[src/design/bt_params.svh]
// constants for the registered bus transceiver
`ifndef BT_PARAMS_SVH
`define BT_PARAMS_SVH

`define BT_DATA_W 18
`define BT_ADDR_W 4
`define BT_REG_W 32
`define BT_LOG_DEPTH 8
`define BT_LOG_CNT_W 4

`define BT_REG_CTRL 4'h0
`define BT_REG_A2B_STORE 4'h1
`define BT_REG_B2A_STORE 4'h2
`define BT_REG_LOG 4'h3
`define BT_REG_STATUS 4'h4

`define BT_CTRL_HOLD_A 0
`define BT_CTRL_HOLD_B 1
`define BT_CTRL_RESET 2'h0

`define BT_LOG_VALID_BIT 31
`define BT_STATUS_OVF_BIT 8

`endif

[src/design/bt_unused.sv]
// intentionally empty
`default_nettype none
`default_nettype wire

[src/design/bt_pkg.sv]
// types shared by the registered bus transceiver
`default_nettype none
`include "bt_params.svh"

package bt_pkg;
    typedef logic [`BT_DATA_W-1:0] bt_word_t;
    typedef logic [`BT_REG_W-1:0] bt_reg_t;
    typedef logic [`BT_ADDR_W-1:0] bt_addr_t;
endpackage : bt_pkg

`default_nettype wire

[src/design/bt_transceiver.sv]
// registered 18-bit bidirectional bus transceiver with capture log
// What this block does
// - eighteen data bits each way, own output, latch and clock controls per direction
// - a-to-b latch enable high: b follows a regardless of clock
// - latch enable low, clock steady: stored a value held, a changes ignored
// - latch enable low: a captured on each rising edge of a-to-b clock
// - b port driven only while a-to-b output enable is high
// - a port driven only while active-low b-to-a output enable is low
// - b-to-a path mirrors a-to-b with its own latch enable and clock
// - enabled, latch low, clock resting low: output keeps its earlier value
// - clock resting high keeps value when clock was high as latch enable fell
// - bus hold keeps each input at last driven state when it floats
`default_nettype none
`include "bt_params.svh"

// ****************************************************************
// capture log fifo
// ****************************************************************
module bt_fifo #(
    parameter int W = 18,
    parameter int D = 8,
    parameter int CW = 4
) (
    input wire logic mclk,
    input wire logic rst,
    input wire logic ce,
    input wire logic [W-1:0] in_data,
    input wire logic in_valid,
    output logic in_ready,
    output logic [W-1:0] out_data,
    output logic out_valid,
    input wire logic out_ready,
    output logic [CW-1:0] count
);
    localparam int PW = $clog2(D);
    logic [W-1:0] mem [D];
    logic [PW-1:0] wr_ptr;
    logic [PW-1:0] rd_ptr;
    logic push;
    logic pop;

    assign in_ready = (count != CW'(D));
    assign out_valid = (count != '0);
    assign out_data = mem[rd_ptr];
    assign push = ce && in_valid && in_ready;
    assign pop = ce && out_ready && out_valid;

    always_ff @(posedge mclk) begin
        if (push) begin
            mem[wr_ptr] <= in_data;
        end
    end

    always_ff @(posedge mclk or posedge rst) begin
        if (rst) begin
            wr_ptr <= '0;
            rd_ptr <= '0;
            count <= '0;
        end else begin
            if (push) begin
                wr_ptr <= (wr_ptr == PW'(D - 1)) ? '0 : wr_ptr + 1'b1;
            end
            if (pop) begin
                rd_ptr <= (rd_ptr == PW'(D - 1)) ? '0 : rd_ptr + 1'b1;
            end
            if (push && !pop) begin
                count <= count + 1'b1;
            end else if (pop && !push) begin
                count <= count - 1'b1;
            end
        end
    end
endmodule : bt_fifo

// ****************************************************************
// transceiver top
// ****************************************************************
module bt_transceiver
    import bt_pkg::*;
(
    input wire logic mclk,
    input wire logic rstn,
    input wire logic ce,
    input wire logic a_to_b_output_enable,
    input wire logic b_to_a_output_enable_n,
    input wire logic a_to_b_latch_enable,
    input wire logic b_to_a_latch_enable,
    input wire logic a_to_b_capture_clock,
    input wire logic b_to_a_capture_clock,
    input wire logic [`BT_DATA_W-1:0] a_in,
    output logic [`BT_DATA_W-1:0] a_out,
    output logic a_oe,
    input wire logic a_ext_drive,
    input wire logic [`BT_DATA_W-1:0] b_in,
    output logic [`BT_DATA_W-1:0] b_out,
    output logic b_oe,
    input wire logic b_ext_drive,
    output logic capture_log_ready,
    input wire logic [`BT_ADDR_W-1:0] reg_addr,
    input wire logic [`BT_REG_W-1:0] reg_wdata,
    input wire logic reg_wr,
    input wire logic reg_rd,
    output logic [`BT_REG_W-1:0] reg_rdata
);
    // ************************************************************
    // reset release
    // ************************************************************
    logic rst_meta;
    logic rst_q;
    logic rst;

    always_ff @(posedge mclk or negedge rstn) begin
        if (!rstn) begin
            rst_meta <= 1'b0;
            rst_q <= 1'b0;
        end else begin
            rst_meta <= 1'b1;
            rst_q <= rst_meta;
        end
    end
    assign rst = !rst_q;

    // ************************************************************
    // control register and bus hold
    // ************************************************************
    logic hold_en_a;
    logic hold_en_b;
    bt_word_t a_last;
    bt_word_t b_last;
    bt_word_t a_eff;
    bt_word_t b_eff;

    always_ff @(posedge mclk or posedge rst) begin
        if (rst) begin
            {hold_en_b, hold_en_a} <= `BT_CTRL_RESET;
        end else if (ce && reg_wr && reg_addr == `BT_REG_CTRL) begin
            hold_en_a <= reg_wdata[`BT_CTRL_HOLD_A];
            hold_en_b <= reg_wdata[`BT_CTRL_HOLD_B];
        end
    end

    // a floating input reads back as the last level it was driven to
    assign a_eff = (hold_en_a && !a_ext_drive) ? a_last : a_in;
    assign b_eff = (hold_en_b && !b_ext_drive) ? b_last : b_in;

    always_ff @(posedge mclk) begin
        if (ce) begin
            a_last <= a_eff;
            b_last <= b_eff;
        end
    end

    // ************************************************************
    // storage stages, one per direction
    // ************************************************************
    logic ab_clk_q;
    logic ba_clk_q;
    logic ab_rise;
    logic ba_rise;
    bt_word_t a2b_store;
    bt_word_t b2a_store;
    bt_word_t next_a2b;
    bt_word_t next_b2a;

    always_ff @(posedge mclk or posedge rst) begin
        if (rst) begin
            ab_clk_q <= 1'b1;
            ba_clk_q <= 1'b1;
        end else if (ce) begin
            ab_clk_q <= a_to_b_capture_clock;
            ba_clk_q <= b_to_a_capture_clock;
        end
    end
    // a clock already high at release is not taken as an edge
    assign ab_rise = a_to_b_capture_clock && !ab_clk_q;
    assign ba_rise = b_to_a_capture_clock && !ba_clk_q;

    always_comb begin
        next_a2b = a2b_store;
        if (a_to_b_latch_enable || ab_rise) begin
            next_a2b = a_eff;
        end
        next_b2a = b2a_store;
        if (b_to_a_latch_enable || ba_rise) begin
            next_b2a = b_eff;
        end
    end

    // no reset here: contents are whatever the first load brings
    always_ff @(posedge mclk) begin
        if (ce) begin
            a2b_store <= next_a2b;
            b2a_store <= next_b2a;
        end
    end

    // ************************************************************
    // port drivers
    // ************************************************************
    always_ff @(posedge mclk or posedge rst) begin
        if (rst) begin
            b_out <= '0;
            a_out <= '0;
            b_oe <= 1'b0;
            a_oe <= 1'b0;
        end else if (ce) begin
            b_out <= next_a2b;
            a_out <= next_b2a;
            b_oe <= a_to_b_output_enable;
            a_oe <= !b_to_a_output_enable_n;
        end
    end

    // ************************************************************
    // capture log of a-to-b clocked words
    // ************************************************************
    logic log_in_ready;
    logic log_out_valid;
    logic log_pop;
    logic log_push;
    logic overflow;
    bt_word_t log_word;
    logic [`BT_LOG_CNT_W-1:0] log_count;

    assign log_push = !a_to_b_latch_enable && ab_rise;
    assign log_pop = reg_rd && reg_addr == `BT_REG_LOG;

    bt_fifo #(
        .W(`BT_DATA_W),
        .D(`BT_LOG_DEPTH),
        .CW(`BT_LOG_CNT_W)
    ) u_log (
        .mclk(mclk),
        .rst(rst),
        .ce(ce),
        .in_data(a_eff),
        .in_valid(log_push),
        .in_ready(log_in_ready),
        .out_data(log_word),
        .out_valid(log_out_valid),
        .out_ready(log_pop),
        .count(log_count)
    );

    // a capture into a full log is lost; the sticky bit tells software
    always_ff @(posedge mclk or posedge rst) begin
        if (rst) begin
            overflow <= 1'b0;
            capture_log_ready <= 1'b0;
        end else if (ce) begin
            capture_log_ready <= log_in_ready;
            if (log_push && !log_in_ready) begin
                overflow <= 1'b1;
            end else if (reg_wr && reg_addr == `BT_REG_STATUS && reg_wdata[`BT_STATUS_OVF_BIT]) begin
                overflow <= 1'b0;
            end
        end
    end

    // ************************************************************
    // register read
    // ************************************************************
    always_ff @(posedge mclk or posedge rst) begin
        if (rst) begin
            reg_rdata <= '0;
        end else if (ce) begin
            reg_rdata <= '0;
            if (reg_rd) begin
                unique case (reg_addr)
                    `BT_REG_CTRL: reg_rdata <= {30'h0, hold_en_b, hold_en_a};
                    `BT_REG_A2B_STORE: reg_rdata <= {14'h0, a2b_store};
                    `BT_REG_B2A_STORE: reg_rdata <= {14'h0, b2a_store};
                    `BT_REG_LOG: reg_rdata <= {log_out_valid, 13'h0, log_word};
                    `BT_REG_STATUS: reg_rdata <= {23'h0, overflow, 4'h0, log_count};
                    default: reg_rdata <= '0;
                endcase
            end
        end
    end
endmodule : bt_transceiver

`default_nettype wire

[config.mk]
export PLATFORM = sky130hd
export DESIGN_NAME = bt_transceiver
export DESIGN_NICKNAME = d
export VERILOG_FILES = /design/src/design/bt_unused.sv /design/src/design/bt_pkg.sv /design/src/design/bt_transceiver.sv
export VERILOG_INCLUDE_DIRS = /design/src /design/src/design
export SDC_FILE = /design/constraint.sdc
export NUM_CORES = 1
export LEC_CHECK = 0
export BUFFER_PORTS_ARGS = -buffer_cell sky130_fd_sc_hd__buf_2
export CAP_MARGIN = 20
export CELL_PAD_IN_SITES_DETAIL_PLACEMENT = 0
export CELL_PAD_IN_SITES_GLOBAL_PLACEMENT = 1
export CORE_ASPECT_RATIO = 0.9
export CORE_MARGIN = 3
export CORE_UTILIZATION = 53
export DETAILED_ROUTE_END_ITERATION = 10
export PLACE_DENSITY_LB_ADDON = 0.1
export SLEW_MARGIN = 15
export SYNTH_ARGS = -nofsm -noshare
export SYNTH_HDL_FRONTEND = slang
export SYNTH_SLANG_ARGS = --single-unit
[constraint.sdc]
create_clock -name mclk -period 6 [get_ports mclk]
set_input_delay 0 -clock mclk [delete_from_list [all_inputs] [get_ports mclk]]
set_output_delay 0 -clock mclk [all_outputs]
set_load 0.01 [all_outputs]
# Yosys cells after proc, flatten, opt, wreduce, memory -nomap -nowiden
# Memory sizes are Yosys's and may differ from the RTL's.
# Index checks and enable logic that the tools add are counted.
# totals
reg_bits	160
ram_bits	144
in_bits	85
output_inout_bits	71
wordCells	79
n_memories	1
# classes
addsub	4
n_eq_ne	7
muxes	14
reduce_logical	33
# mem_list
memory	words	width	rd	rd_clocked_by_memory_dff	write_ports	line_no	source
u_log.mem	8	18	1	0	1	bt_transceiver.sv:36	logic [W-1:0] mem [D];
# ops
op	n
32-bit one-hot mux with 5 select lines	1
18-bit two-way mux	4
32-bit two-way mux	1
1-bit logical AND	17
1-bit logical NOT	9
4-bit by 2-bit == test with 1-bit output, second input constant	2
4-bit two-way mux	2
3-bit by 1-bit adder with 3-bit output, second input constant	2
3-bit == test, second input constant	2
3-bit two-way mux	2
4-bit by 1-bit adder with 4-bit output, second input constant	1
4-bit by 1-bit == test with 1-bit output, second input constant	1
4-bit by 3-bit == test with 1-bit output, second input constant	1
4-bit logical NOT	1
1-bit two-way mux	4
4-bit != test, second input constant	1
2-bit nonzero test	2
4-bit nonzero test	1
4-bit by 1-bit subtractor with 4-bit output, second input constant	1
1-bit logical OR	2
2-bit AND reduction	1

# Logic depth before layout (Yosys ltp)
# logic_depth
ltp_word	9
depth_mapped	12
mapped_depth_nobuf	10

# By module
# A second synthesis with hierarchy kept.
# unflattened
hier_cells	819
hier_area_um2	12921.1
# by_module_without_submodules
mod	instances	cells_per_inst	area_each_um2	seq_area_each_um2
bt_transceiver	1	545	6816.5	3791.1
bt_fifo	1	274	6104.6	4574.4

# Least setup slack after synthesis
# No wires, ideal clock.
# synth_timing
kind	reg-to-reg
start	register u_log.count[3]
end	memory u_log.mem[0][0], enable pin
setup_time_ns	0.439
arrival_time_ns	2.778
required_ns	5.561
path_slack_ns	2.783
stages_incl_launch_ff	5
synth_period_minus_slack_ns	3.217
cell_sequence	dfrtp_1 -> nor4b_1 -> or2_2 -> buf_2 -> nor4_1
# synth_between
elab_chain_len	4
# synth_lines
element	line_no	source
start: declaration	bt_transceiver.sv:33	output logic [CW-1:0] count
start signal: assignment	bt_transceiver.sv:67	count <= count + 1'b1;
start signal: assignment	bt_transceiver.sv:69	count <= count - 1'b1;
4-bit != test	bt_transceiver.sv:42	assign in_ready = (count != CW'(D));
1-bit logical AND	bt_transceiver.sv:45	assign push = ce && in_valid && in_ready;
1-bit two-way mux	bt_transceiver.sv:49	if (push) begin
1-bit two-way mux (implied by the code)	bt_transceiver.sv:50	mem[wr_ptr] <= in_data;
end: declaration	bt_transceiver.sv:36	
# No other way between the ends.

# Worst setup path after layout
# layout_timing
start	input ce
end	register u_log.count[3]
# layout_between
elab_chain_len	5
word_cells_on_any_way	10
# layout_lines
element	line_no	source
start: declaration	bt_transceiver.sv:83	input wire logic ce,
1-bit logical AND (on tied branches) (2 in series)	bt_transceiver.sv:46, bt_transceiver.sv:45	
1-bit logical NOT (on tied branches)	bt_transceiver.sv:66, bt_transceiver.sv:68	
1-bit logical AND (on tied branches)	bt_transceiver.sv:66, bt_transceiver.sv:68	
4-bit two-way mux or 2-bit nonzero test (tied branches)	-	
# Parallel ways exist; a longest one is shown, timed or not.
# A chain may end at the register's enable or synchronous reset.

==> impl_metrics.env <==
export IMPL_cts_num_sinks=291
export IMPL_synthTopCellsByArea="edfxtp_1 54%, dfrtp_1 15%, mux2_4 7.4%, mux4_2 6.7%, mux2_2 5.1%"
export IMPL_cp_end_kind="flip-flop"
export IMPL_synth_edf_count=216
export IMPL_synth_common_cells="216 x edfxtp_1, 73 x dfrtp_1, 60 x mux2_4"
export IMPL_avgSynthCellArea_um2=18.44
export IMPL_grt_pass1_wl_um=39650
export IMPL_drt_iter0_drc=446
export IMPL_cts_tree="done"
export IMPL_grt_overflow=0
export IMPL_grt_pass1_vias=6874
export IMPL_antenna_found_initial=0
export IMPL_area_delta_synth_final_pct=19.76
export IMPL_vias=6459
export IMPL_fin_skew_ns=0.009868
export IMPL_synthArstFlopShare_pct=25.77
export IMPL_worst_slew_pin_transition_ns=1.119
export IMPL_h_tree_depth=1
export IMPL_setup_viol=0
export IMPL_ir_worst_vdd_mv=0.2198
export IMPL_numCtsBuffers=29
export IMPL_setup_worst_path_class="in2reg"
export IMPL_seq_area_frac_synth_pct=69.05
export IMPL_synth_seq_cells=291
export IMPL_dp_cells=1037
export IMPL_antenna_left=0
export IMPL_coreArea_um2=22010
export IMPL_synth_top_area_share_pct=53.54
export IMPL_detail_route_wl_per_cell_um=22.17
export IMPL_fin_tns_setup_ns=0
export IMPL_stdcell_count=1148
export IMPL_holdWs_ns=0.03077
export IMPL_post_dp_cell_area_um2=12940
export IMPL_fin_area_um2=14510
export IMPL_final_util_pct=65.91
export IMPL_min_path_type="in2reg"
export IMPL_final_min_clock_period_ns=3.047
export IMPL_status="complete, no violations"
export IMPL_power_density_nw_per_um2=350.0
export IMPL_cp_start_kind="primary input"
export IMPL_drc=0
export IMPL_required_ns=6.41
export IMPL_start_util_pct=55.03
export IMPL_nets=927
export IMPL_rsz0062_at_grt="false"
export IMPL_grt_usage_pct=21.12
export IMPL_ioPinCount=156
export IMPL_finalHoldViolCount=0
export IMPL_maxCapViolCount=0
export IMPL_leakage_nw=5.563
export IMPL_clk_pin_slew_ns=0.06
export IMPL_max_freq_ghz=0.3282
export IMPL_power_mw=5.079
export IMPL_netlist_area_um2=12120
export IMPL_nFillCells=1533
export IMPL_die_area_um2=24710
export IMPL_pre_cts_ws_ns=2.988
export IMPL_fin_ws_ns=2.953
export IMPL_drive_gt1_share_pct=40.02
export IMPL_slew_headroom_pct=25.13
export IMPL_chipHeight_um=149.4
export IMPL_fp_dieW_um=165.4
export IMPL_synth_top_area_cell="edfxtp_1"
export IMPL_portBuffers=113
export IMPL_vias_per_cell=5.626
export IMPL_n_antenna_cell=0
export IMPL_cts_root_buf="clkbuf_16"
export IMPL_clk_latency_ns=0.55
export IMPL_routed_wl_um=25450
export IMPL_yosysMostFrequentCell="edfxtp_1"
export IMPL_startpoint="ce"
export IMPL_place_congestion=0.7869
export IMPL_num_rows=51
export IMPL_synthCells=657
export IMPL_grt_start_max_net_pins=74
export IMPL_post_cts_repair_setup_buffers=0
export IMPL_clock_path_buffers=3
export IMPL_critical_path_peak_fanout=73
export IMPL_fin_crit_sh_pct=50.78
export IMPL_drtPass1Iterations=5
export IMPL_r2r_start="u_log.count[1]"
export IMPL_hpwl_um=15950
export IMPL_slew_viol_final=0
export IMPL_ys_types=48
export IMPL_yosys_warnings=0
export IMPL_worstHoldStart="reg_addr[1]"
export IMPL_ys_flop_type="edfxtp_1"
export IMPL_critPathArrivalTime_ns=3.46
-- state kept, by name, summed over array words and instances, names as in the netlist, 3 cells and up --
name and count:
b_out 18, b2a_store 18, reg_rdata 19, u_log.count 4, a2b_store 18, a_out 18
u_log.wr_ptr 3, a_last 18, b_last 18, u_log.rd_ptr 3, u_log.mem 144
-- cells by family after synthesis --
| logic type | share of synthesized area (%) |
|---|---|
| xor+xnor | 0.1446 |
| compound gates | 4.575 |
| other cells | 0.06199 |
| fa+ha+maj | 0.8881 |
| mux | 19.49 |
| flops | 69.05 |
| buf+inv | 3.150 |
| simple gates | 2.644 |
-- worst paths after layout --
check,to,slack (ns),cells after the start
worst min-delay path,reg_rdata[0],0.03,4
worst max-delay path,u_log.count[3],2.95,11
worst min register to register,a_out[12],0.21,0
min in group asynchronous,a_out[12],0.21,0
max in group asynchronous,ab_clk_q,5.16,1
worst max register to register,u_log.count[3],3.12,9
-- placed cells by master, fill, tap and decap left out, types with 4 or more instances in the layout --
cell type	instances
mux2_4	60
clkbuf_1	5
inv_1	21
clkinv_2	8
mux2_2	55
a22oi_1	31
nor3_4	6
o221ai_1	13
conb_1	14
nor3_1	7
ha_1	7
o21ai_0	6
buf_2	112
mux4_2	36
edfxtp_1	216
dlygate4sd3_1	52
clkinvlp_4	4
nand2_1	22
nor2_1	6
nand2b_1	4
buf_4	10
a21o_1	4
dfrtp_1	70
clkbuf_16	29
a22o_1	4
-- metal layers --
metal	up-vias	global-route usage [%]	routed length (um)	part of all wire [%]
li1	2910	-	-	-
met1	3340	28.80	10740	42
met2	169	36.02	12940	51
met3	40	3.294	1130	4.4
met4	0	5.281	633	2.5
met5	-	0	0	0
-- power breakdown --
part | switching, mW | internal [mW] | leakage, nW
logic | 0.349 | 0.440 | 2.18
registers | 0.165 | 2.33 | 2.92
clock network | 0.765 | 1.03 | 0.459
-- final cells by class --
cell class	instances	area, um2	area share [%]
Sequential cell	291	8372	57.70
Multi-Input combinational cell	310	3473	23.94
Timing Repair Buffer	180	1267	8.736
Clock buffer	34	744.5	5.131
Tap cell	291	364.1	2.509
Clock inverter	20	205.2	1.414
Inverter	22	82.58	0.5692
-- worst max-delay path, stage by stage --
cell,delay (ns)
dlygate4sd3_1,0.54
buf_6,0.54
nand4bb_1,0.19
buf_4,0.26
a211o_1,0.39
ha_1,0.28
inv_1,0.16
ha_1,0.25
a21o_1,0.20
a2111oi_0,0.43
o31ai_1,0.15
-- repair_timing --
item,in CTS,in global routing
gates resized for setup,0,0
endpoints found under the setup margin,0,0
hold buffers,52,0
hold endpoints to repair,247,0
No activity file was read; power rests on OpenSTA's default activity.
